==> src/verilog/vfm_pkg.sv <==
// Purpose: shared constants for the valve fault monitor
// Assumes: percentages are unsigned 8-bit, 0..100 of full scale
// Notes: register indices are word addresses on the plain port
package vfm_pkg;
  localparam int PCT_W = 8;
  localparam int ADDR_W = 4;
  localparam int NUM_ALERTS = 6;
  // register addresses
  localparam logic [3:0] ADDR_CTRL = 4'h0;
  localparam logic [3:0] ADDR_MISMATCH_THR = 4'h1;
  localparam logic [3:0] ADDR_MISMATCH_TIME = 4'h2;
  localparam logic [3:0] ADDR_ALERT_EN = 4'h3;
  localparam logic [3:0] ADDR_ALERT_STAT = 4'h4;
  localparam logic [3:0] ADDR_IRQ_STAT = 4'h5;
  localparam logic [3:0] ADDR_IRQ_CLR = 4'h6;
  localparam logic [3:0] ADDR_IRQ_EN = 4'h7;
  localparam logic [3:0] ADDR_TARGET_MODE = 4'h8;
  localparam logic [3:0] ADDR_MODE_STAT = 4'h9;
  localparam logic [3:0] ADDR_CATEGORY = 4'hA;
  localparam logic [3:0] ADDR_NOTIFY_TIMEOUT = 4'hB;
  localparam logic [3:0] ADDR_MEASURE = 4'hC;
  // control register fields
  localparam int CTRL_TRIGGER_BIT = 0;
  localparam int CTRL_AUTO_RECOVER_BIT = 1;
  localparam int CTRL_ZP_OPEN_BIT = 2;
  // alert bit positions
  localparam int AL_MISMATCH = 0;
  localparam int AL_DRIVE = 1;
  localparam int AL_PROG_MEM = 2;
  localparam int AL_STATIC_MEM = 3;
  localparam int AL_PROC = 4;
  localparam int AL_IO_PROC = 5;
  // alerts that may trigger shutdown
  localparam logic [5:0] SHUTDOWN_MASK = 6'h2D;
  // drive-level limits, percent
  localparam logic [7:0] DRIVE_LOW_PCT = 8'h0A;
  localparam logic [7:0] DRIVE_HIGH_PCT = 8'h5A;
  localparam logic [7:0] TRAVEL_LOW_PCT = 8'h03;
  localparam logic [7:0] TRAVEL_HIGH_PCT = 8'h61;
  // reset values
  localparam logic [7:0] THR_RESET = 8'h05;
  localparam logic [15:0] TIME_RESET = 16'h0100;
  localparam logic [15:0] TIMEOUT_RESET = 16'h1000;
  localparam logic [5:0] ALERT_EN_RESET = 6'h3F;
  localparam logic [2:0] CTRL_RESET = 3'h1;
  // category encodings
  localparam logic [1:0] CAT_FAILED = 2'h0;
  localparam logic [1:0] CAT_MAINT = 2'h1;
  localparam logic [1:0] CAT_ADVISORY = 2'h2;
  typedef enum logic [1:0] {
    MODE_OOS = 2'h0,
    MODE_MAN = 2'h1,
    MODE_AUTO = 2'h2
  } vfm_mode_type;
  typedef enum {ST_RUN, ST_SHUT_AUTO, ST_SHUT_LATCH} vfm_state_type;
  typedef enum {NT_IDLE, NT_WAIT} vfm_notify_type;
endpackage

==> src/verilog/vfm_monitor.sv <==
// Purpose: fault monitor and self-test shutdown for a valve positioner
// Assumes: measured inputs already on mclk; fault inputs asynchronous
// Notes: registers on a plain strobe port, read data one cycle later
// Notes on behaviour
// - mismatch alert when |coil - drive| tops threshold past mismatch time.
// - coil current and drive both reported as percent of maximum drive.
// - zp closed: drive<10 with travel>3, or drive>90 with travel<97.
// - zero-power open: drive<10 with travel<97, or drive>90 with travel>3.
// - each alert asserts only while its enable bit is set.
// - trigger on plus shutdown-capable alert forces mode out of service.
// - while shut down, drive valve to zero power, stop control function.
// - auto recovery restores target mode once the cause clears.
// - no auto recovery: stay shut until reset or target rewritten.
// - shutdown holds while the cause persists unless trigger disabled.
// - program memory alert on pending flash/nvm failure; shutdown-capable.
// - static memory alert on parameter memory failure; shutdown-capable.
// - processor alert, gated by enable, on main processor failure.
// - io processor alert on its failure; shutdown-capable.
// - notify plant alert, await ack, resend after timeout even if cleared.
// - each plant alert reported as failed, maintenance or advisory.
//
// The address-and-strobe port and the register offsets were left to the implementer.
`timescale 1ns/100ps
module vfm_monitor
  import vfm_pkg::*;
#(
  parameter int TIME_W = 16
) (
  input wire logic mclk, // 25 MHz clock
  input wire logic resetn, // synchronous reset, active low
  input wire logic [3:0] reg_addr, // register address
  input wire logic [31:0] reg_wdata, // write data
  input wire logic reg_wr, // write strobe
  input wire logic reg_rd, // read strobe
  output logic [31:0] reg_rdata, // read data, cycle after strobe
  input wire logic [7:0] drive_pct, // commanded drive, percent
  input wire logic [7:0] coil_pct, // measured coil current, percent
  input wire logic [7:0] travel_pct, // calibrated travel, percent
  input wire logic prog_mem_fail, // pending flash or nvm failure
  input wire logic static_mem_fail, // static parameter memory failure
  input wire logic proc_fail, // main processor failure
  input wire logic io_proc_fail, // io processor failure
  output logic zero_power_cmd, // drive valve to zero-power state
  output logic control_run, // transducer control may execute
  output logic [1:0] actual_mode, // actual transducer mode
  output logic notify_valid, // plant alert notification pulse
  output logic [5:0] notify_alerts, // alerts carried by notification
  output logic [11:0] notify_category, // 2-bit category per alert
  input wire logic notify_ack, // host acknowledgment pulse
  output logic irq // level interrupt
);

  // ==========================================================
  // helpers
  function automatic logic [7:0] abs_diff(input logic [7:0] a,
                                          input logic [7:0] b);
    abs_diff = (a > b) ? 8'(a - b) : 8'(b - a);
  endfunction

  // ==========================================================
  // fault input synchronisers
  logic [3:0] fault_s1_ff;
  logic [3:0] fault_s2_ff;
  always_ff @(posedge mclk) begin
    if (!resetn) begin
      fault_s1_ff <= 4'h0;
      fault_s2_ff <= 4'h0;
    end else begin
      fault_s1_ff <= {io_proc_fail, proc_fail, static_mem_fail,
                      prog_mem_fail};
      fault_s2_ff <= fault_s1_ff;
    end
  end

  // ==========================================================
  // registers
  logic [2:0] ctrl_ff;
  logic [7:0] thr_ff;
  logic [TIME_W-1:0] mtime_ff;
  logic [5:0] alert_en_ff;
  logic [5:0] irq_stat_ff;
  logic [5:0] irq_en_ff;
  logic [1:0] target_ff;
  logic [11:0] cat_ff;
  logic [15:0] timeout_ff;
  logic [31:0] rdata_ff;
  logic target_wr_ff;

  wire wr_ctrl = reg_wr && (reg_addr == ADDR_CTRL);
  wire wr_thr = reg_wr && (reg_addr == ADDR_MISMATCH_THR);
  wire wr_time = reg_wr && (reg_addr == ADDR_MISMATCH_TIME);
  wire wr_aen = reg_wr && (reg_addr == ADDR_ALERT_EN);
  wire wr_clr = reg_wr && (reg_addr == ADDR_IRQ_CLR);
  wire wr_ien = reg_wr && (reg_addr == ADDR_IRQ_EN);
  wire wr_target = reg_wr && (reg_addr == ADDR_TARGET_MODE);
  wire wr_cat = reg_wr && (reg_addr == ADDR_CATEGORY);
  wire wr_tmo = reg_wr && (reg_addr == ADDR_NOTIFY_TIMEOUT);
  // only man or auto counts as a rewrite that releases a latch
  wire target_valid = (reg_wdata[1:0] == MODE_MAN) ||
                      (reg_wdata[1:0] == MODE_AUTO);

  wire trigger_en = ctrl_ff[CTRL_TRIGGER_BIT];
  wire auto_recover = ctrl_ff[CTRL_AUTO_RECOVER_BIT];
  wire zp_open = ctrl_ff[CTRL_ZP_OPEN_BIT];

  always_ff @(posedge mclk) begin
    if (!resetn) begin
      ctrl_ff <= CTRL_RESET;
      thr_ff <= THR_RESET;
      mtime_ff <= TIME_W'(TIME_RESET);
      alert_en_ff <= ALERT_EN_RESET;
      irq_en_ff <= 6'h00;
      target_ff <= MODE_AUTO;
      cat_ff <= 12'h000;
      timeout_ff <= TIMEOUT_RESET;
      target_wr_ff <= 1'b0;
    end else begin
      if (wr_ctrl) ctrl_ff <= reg_wdata[2:0];
      if (wr_thr) thr_ff <= reg_wdata[7:0];
      if (wr_time) mtime_ff <= reg_wdata[TIME_W-1:0];
      if (wr_aen) alert_en_ff <= reg_wdata[5:0];
      if (wr_ien) irq_en_ff <= reg_wdata[5:0];
      if (wr_target && target_valid) target_ff <= reg_wdata[1:0];
      if (wr_cat) cat_ff <= reg_wdata[11:0];
      if (wr_tmo) timeout_ff <= reg_wdata[15:0];
      target_wr_ff <= wr_target && target_valid;
    end
  end

  // ==========================================================
  // coil current mismatch
  logic [TIME_W-1:0] mcount_ff;
  logic mismatch_ff;
  wire over_thr = abs_diff(coil_pct, drive_pct) > thr_ff;
  wire time_done = mcount_ff >= mtime_ff;
  wire [TIME_W-1:0] nxt_mcount = !over_thr ? '0 :
                                 time_done ? mcount_ff :
                                 TIME_W'(mcount_ff + 1'b1);
  always_ff @(posedge mclk) begin
    if (!resetn) begin
      mcount_ff <= '0;
      mismatch_ff <= 1'b0;
    end else begin
      mcount_ff <= nxt_mcount;
      mismatch_ff <= over_thr && time_done;
    end
  end

  // ==========================================================
  // drive level versus travel
  wire drv_low = drive_pct < DRIVE_LOW_PCT;
  wire drv_high = drive_pct > DRIVE_HIGH_PCT;
  wire tvl_above = travel_pct > TRAVEL_LOW_PCT;
  wire tvl_below = travel_pct < TRAVEL_HIGH_PCT;
  wire drive_closed = (drv_low && tvl_above) ||
                      (drv_high && tvl_below);
  wire drive_open = (drv_low && tvl_below) ||
                    (drv_high && tvl_above);
  wire drive_cond = zp_open ? drive_open : drive_closed;

  // ==========================================================
  // alert gating and shutdown
  wire [5:0] raw_cond = {fault_s2_ff[3],
                         fault_s2_ff[2],
                         fault_s2_ff[1],
                         fault_s2_ff[0],
                         drive_cond, mismatch_ff};
  wire [5:0] alerts = raw_cond & alert_en_ff;
  wire shut_cause = trigger_en && |(alerts & SHUTDOWN_MASK);

  vfm_state_type state_ff;
  vfm_state_type nxt_state;
  always_comb begin
    nxt_state = state_ff;
    case (state_ff)
      ST_RUN: begin
        if (shut_cause) nxt_state = ST_SHUT_AUTO;
      end
      ST_SHUT_AUTO: begin
        if (shut_cause) nxt_state = ST_SHUT_AUTO;
        else if (auto_recover) nxt_state = ST_RUN;
        else nxt_state = ST_SHUT_LATCH;
      end
      ST_SHUT_LATCH: begin
        if (shut_cause) nxt_state = ST_SHUT_AUTO;
        else if (target_wr_ff) nxt_state = ST_RUN;
      end
      default: nxt_state = ST_RUN;
    endcase
  end

  logic shut_ff;
  always_ff @(posedge mclk) begin
    if (!resetn) begin
      state_ff <= ST_RUN;
      shut_ff <= 1'b0;
    end else begin
      state_ff <= nxt_state;
      shut_ff <= (nxt_state != ST_RUN);
    end
  end

  assign zero_power_cmd = shut_ff;
  assign control_run = !shut_ff;
  assign actual_mode = shut_ff ? MODE_OOS : target_ff;

  // ==========================================================
  // plant alert notification with retransmit
  vfm_notify_type nstate_ff;
  logic [15:0] ncount_ff;
  logic [5:0] pend_ff;
  logic [5:0] sent_ff;
  logic nvalid_ff;
  logic [5:0] alerts_d_ff;
  wire [5:0] new_alerts = alerts & ~alerts_d_ff;
  wire [5:0] nxt_pend = new_alerts | (pend_ff & ~(notify_ack ?
                        sent_ff : 6'h00));
  // retransmit does not look at current condition on purpose
  wire send_now = (nstate_ff == NT_IDLE) && |pend_ff;
  // ack wins over a retransmit falling due in the same cycle
  wire expired = (nstate_ff == NT_WAIT) && !notify_ack &&
                 (ncount_ff >= timeout_ff);
  always_ff @(posedge mclk) begin
    if (!resetn) begin
      nstate_ff <= NT_IDLE;
      ncount_ff <= 16'h0000;
      pend_ff <= 6'h00;
      sent_ff <= 6'h00;
      nvalid_ff <= 1'b0;
      alerts_d_ff <= 6'h00;
    end else begin
      alerts_d_ff <= alerts;
      pend_ff <= nxt_pend;
      nvalid_ff <= send_now || expired;
      case (nstate_ff)
        NT_IDLE: begin
          ncount_ff <= 16'h0000;
          if (send_now) begin
            sent_ff <= pend_ff;
            nstate_ff <= NT_WAIT;
          end
        end
        NT_WAIT: begin
          if (notify_ack) begin
            nstate_ff <= NT_IDLE;
          end else if (expired) begin
            ncount_ff <= 16'h0000;
          end else begin
            ncount_ff <= 16'(ncount_ff + 1'b1);
          end
        end
        default: nstate_ff <= NT_IDLE;
      endcase
    end
  end
  assign notify_valid = nvalid_ff;
  assign notify_alerts = sent_ff;
  assign notify_category = cat_ff;

  // ==========================================================
  // interrupt status, set wins over clear
  wire [5:0] clr_bits = wr_clr ? reg_wdata[5:0] : 6'h00;
  always_ff @(posedge mclk) begin
    if (!resetn) irq_stat_ff <= 6'h00;
    else irq_stat_ff <= alerts | (irq_stat_ff & ~clr_bits);
  end
  assign irq = |(irq_stat_ff & irq_en_ff);

  // ==========================================================
  // read mux
  logic [31:0] rd_mux;
  always_comb begin
    case (reg_addr)
      ADDR_CTRL: rd_mux = {29'h0, ctrl_ff};
      ADDR_MISMATCH_THR: rd_mux = {24'h0, thr_ff};
      ADDR_MISMATCH_TIME: rd_mux = 32'(mtime_ff);
      ADDR_ALERT_EN: rd_mux = {26'h0, alert_en_ff};
      ADDR_ALERT_STAT: rd_mux = {26'h0, alerts};
      ADDR_IRQ_STAT: rd_mux = {26'h0, irq_stat_ff};
      ADDR_IRQ_EN: rd_mux = {26'h0, irq_en_ff};
      ADDR_TARGET_MODE: rd_mux = {30'h0, target_ff};
      ADDR_MODE_STAT: rd_mux = {29'h0, shut_ff, actual_mode};
      ADDR_CATEGORY: rd_mux = {20'h0, cat_ff};
      ADDR_NOTIFY_TIMEOUT: rd_mux = {16'h0, timeout_ff};
      ADDR_MEASURE: rd_mux = {8'h0, travel_pct, coil_pct,
                              drive_pct};
      default: rd_mux = 32'h0000_0000;
    endcase
  end
  always_ff @(posedge mclk) begin
    if (!resetn) rdata_ff <= 32'h0000_0000;
    else rdata_ff <= reg_rd ? rd_mux : 32'h0000_0000;
  end
  assign reg_rdata = rdata_ff;

endmodule // vfm_monitor

==> config.mk <==
export PLATFORM = sky130hd
export DESIGN_NAME = vfm_monitor
export DESIGN_NICKNAME = d
export VERILOG_FILES = /design/src/verilog/vfm_pkg.sv /design/src/verilog/vfm_monitor.sv
export SDC_FILE = /design/constraint.sdc
export NUM_CORES = 1
export LEC_CHECK = 0
export BUFFER_PORTS_ARGS = -buffer_cell sky130_fd_sc_hd__buf_2
export CAP_MARGIN = 15
export CORE_MARGIN = 4
export CORE_UTILIZATION = 35
export DETAILED_ROUTE_END_ITERATION = 16
export GPL_ROUTABILITY_DRIVEN = 0
export PLACE_DENSITY = 0.6
export SLEW_MARGIN = 10
export SYNTH_ARGS = -nofsm -noshare
export SYNTH_HDL_FRONTEND = slang
export SYNTH_SLANG_ARGS = --single-unit
==> constraint.sdc <==
create_clock -name mclk -period 6.26 [get_ports mclk]
set_clock_uncertainty 0.05 [all_clocks]
set_input_delay 1.252 -clock mclk [delete_from_list [all_inputs] [get_ports mclk]]
set_output_delay 1.252 -clock mclk [all_outputs]
set_load 0.02 [all_outputs]
==> results.sh <==
export IMPL_coreArea_mm2=0.0254
export IMPL_dp_hpwl_mm=19.0
export IMPL_seq_area_frac_synth_pct=42.7
export IMPL_die_h_um=169
export IMPL_synth_edf_count=0
export IMPL_fp_row_count=58
export IMPL_fin_tns_setup_ns=0
export IMPL_critPathKind="in -> reg"
export IMPL_io_buffers=100
export IMPL_cp_num_buf_inv=4
export IMPL_slowest_delay_ns=0.53
export IMPL_rsz0062_at_grt="false"
export IMPL_finalSetupViolations=0
export IMPL_die_x_um=169
export IMPL_dieArea_mm2=0.0286
export IMPL_syn_area_mm2=0.00910
export IMPL_viasPerCell=5.25
export IMPL_grt_pass1_wl_mm=41.4
export IMPL_path_clk_slew_ns=0.10
export IMPL_fin_crit_ns=5.07
export IMPL_critPathTopFamily="compound AO/OA/AOI/OAI gates"
export IMPL_insertion_delay_ns=0.44
export IMPL_drc_errors=0
export IMPL_overflow=0
export IMPL_cts_root_buf="clkbuf_16"
export IMPL_ys_ff_latch=194
export IMPL_hold_buffers=0
export IMPL_mostFrequentLayoutCells="nand2_1 (196), dfxtp_1 (194), a21oi_1 (105), buf_2 (100), inv_1 (81)"
export IMPL_dp_cells=1516
export IMPL_cts_resized=0
export IMPL_diodes=0
export IMPL_post_drt_wl_per_cell_um=16.7
export IMPL_numCtsBuffers=17
export IMPL_yosysTopAreaCell="dfxtp_1"
export IMPL_grt_max_degree=82
export IMPL_async_reset_ff_share_pct=0
export IMPL_postSynthCellCount=1099
export IMPL_postCtsSetupRepairBufs=0
export IMPL_final_cells=1549
export IMPL_slew_headroom_pct=25.6
export IMPL_final_common_cell="nand2_1"
export IMPL_powerDensity_mw_per_mm2=264
export IMPL_ios=125
export IMPL_hold_class="reg -> reg"
export IMPL_htreeDepth=4
export IMPL_cp_slowest_cell="or4_1"
export IMPL_avgSynthCellArea_um2=8.28
export IMPL_routed_wl_mm=25.8
export IMPL_r2r_slack_ns=3.56
export IMPL_synth_ff_type="dfxtp_1"
export IMPL_syn_to_final_growth_pct=16.7
export IMPL_status="complete, no violations"
export IMPL_required_ns=6.59
export IMPL_antenna_left=0
export IMPL_drv_cap=0
export IMPL_worst_path_max_fanout=11
export IMPL_hold_violations=0
export IMPL_critPathLaunchType="input port"
export IMPL_netlist_area_leader_share_pct=42.7
export IMPL_cts_tree="done"
export IMPL_cp_end_kind="register"
export IMPL_setup_slack_ns=1.19
export IMPL_fin_nets=1334
export IMPL_worstMarginPinSlew_ns=1.11
export IMPL_fmax_ghz=0.197
export IMPL_cts_sinks=194
export IMPL_cts_max_path_buffers=2
export IMPL_track_usage_pct=17.9
export IMPL_slew_viol_final=0
export IMPL_grt_pass1_vias=7749
export IMPL_pre_cts_ws_ns=0.767
export IMPL_leakagePower_nw=4.30
export IMPL_synth_warnings=0
export IMPL_antenna_found_initial=1
export IMPL_start_util_pct=35.8
export IMPL_ys_types=70
export IMPL_drtPass1Iterations=6
export IMPL_cp_arrival_ns=5.40
export IMPL_drtIter0Drc=761
export IMPL_synth_area_leaders="dfxtp_1 (43%), nand2_1 (8.1%), ha_1 (7.8%), a21oi_1 (5.8%), inv_1 (3.3%)"
export IMPL_vias=8126
export IMPL_crit_chain="buf_2 > inv_1 > ha_1 > inv_1 > fa_1 > nand3_1 > a21oi_1 > o32ai_2 > buf_4 > mux2_4 > o31ai_1 > a21boi_1 > o2111a_1 > nor3_1 > ha_1 > nand4_1 > o21ai_0 > a21o_1 > or4_1 > nand2_1"
export IMPL_period_share_pct=80.9
export IMPL_layout_drive_gt1_share_pct=12.6
export IMPL_irDropWorstVdd_mv=0.179
synth_stat cells, types with 11 or more instances:
cell type  instances
and3_1            11
nand4_1           16
nor4_1            12
clkbuf_1          44
and2_1            20
a31oi_1           21
o21ai_0           14
nor2_1            60
nand3_1           45
a21o_1            16
nor3_1            14
mux2i_1           17
a22oi_1           20
dfxtp_1          194
ha_1              57
o22ai_1           13
inv_1             81
a21oi_1          105
nand2_1          196
metrics by stage:
step	total power [mW]	utilization (%)	area [um^2]	hold slack, ns
final	2.81	41.8	10600	0.391
after global routing	2.91	41.8	10600	0.406
after CTS	2.83	41.8	10600	0.392
after detailed placement	1.62	39.2	9950	0.368
after global placement	1.62	39.2	9950	0.369
after floorplan	1.53	-	9240	0.362
where the power goes:
group          internal (mW)  switching [mW]  total [mW]  leakage, nW
logic                  0.115           0.191       0.307         2.40
registers               1.27          0.0228        1.29         1.58
clock network          0.579           0.630        1.21        0.318
kinds of logic after synthesis:
kind of cell / count (synthesis) / share of synthesized area, %
AOI/OAI and AO/OA: 258 / 18.4
xor gates and xnor gates: 8 / 0.770
adders and majority gates: 59 / 8.28
buffers and inverters: 139 / 6.22
DFF: 194 / 42.7
muxes: 20 / 2.28
other: 1 / 0.0412
and+or+nand+nor: 420 / 21.3
worst paths after layout:
check / from / end / depth (start not counted)
hold / removal: fault_s1_ff[1] / fault_s2_ff[1] / 1
hold reg to reg: fault_s1_ff[1] / fault_s2_ff[1] / 1
setup reg to reg: ncount_ff[0] / ncount_ff[6] / 11
setup / recovery: coil_pct[0] / mcount_ff[10] / 20
state kept, by name, summed over array words and instances (netlist names), 8 cells and up:
signal / count
timeout_ff: 16
mcount_ff: 16
notify_category: 12
state_ff: 32
mtime_ff: 16
reg_rdata: 24
thr_ff: 8
ncount_ff: 16
area by class of cell:
type | instances | area, um^2
Clock buffer | 17 | 425
Clock inverter | 15 | 235
Fill cell | 2569 | 14800
Inverter | 82 | 308
Multi-Input combinational cell | 803 | 4790
Sequential cell | 194 | 3880
Tap cell | 330 | 413
Timing Repair Buffer | 108 | 561
layer usage:
layer,up-vias,global-route usage [%],wire length [um]
met2,247,29.1,12000
met1,3815,24.4,11900
met4,2,5.32,487
li1,4024,-,-
met5,-,0,13
met3,38,3.21,1470
Power figures use the tool's default switching activity.
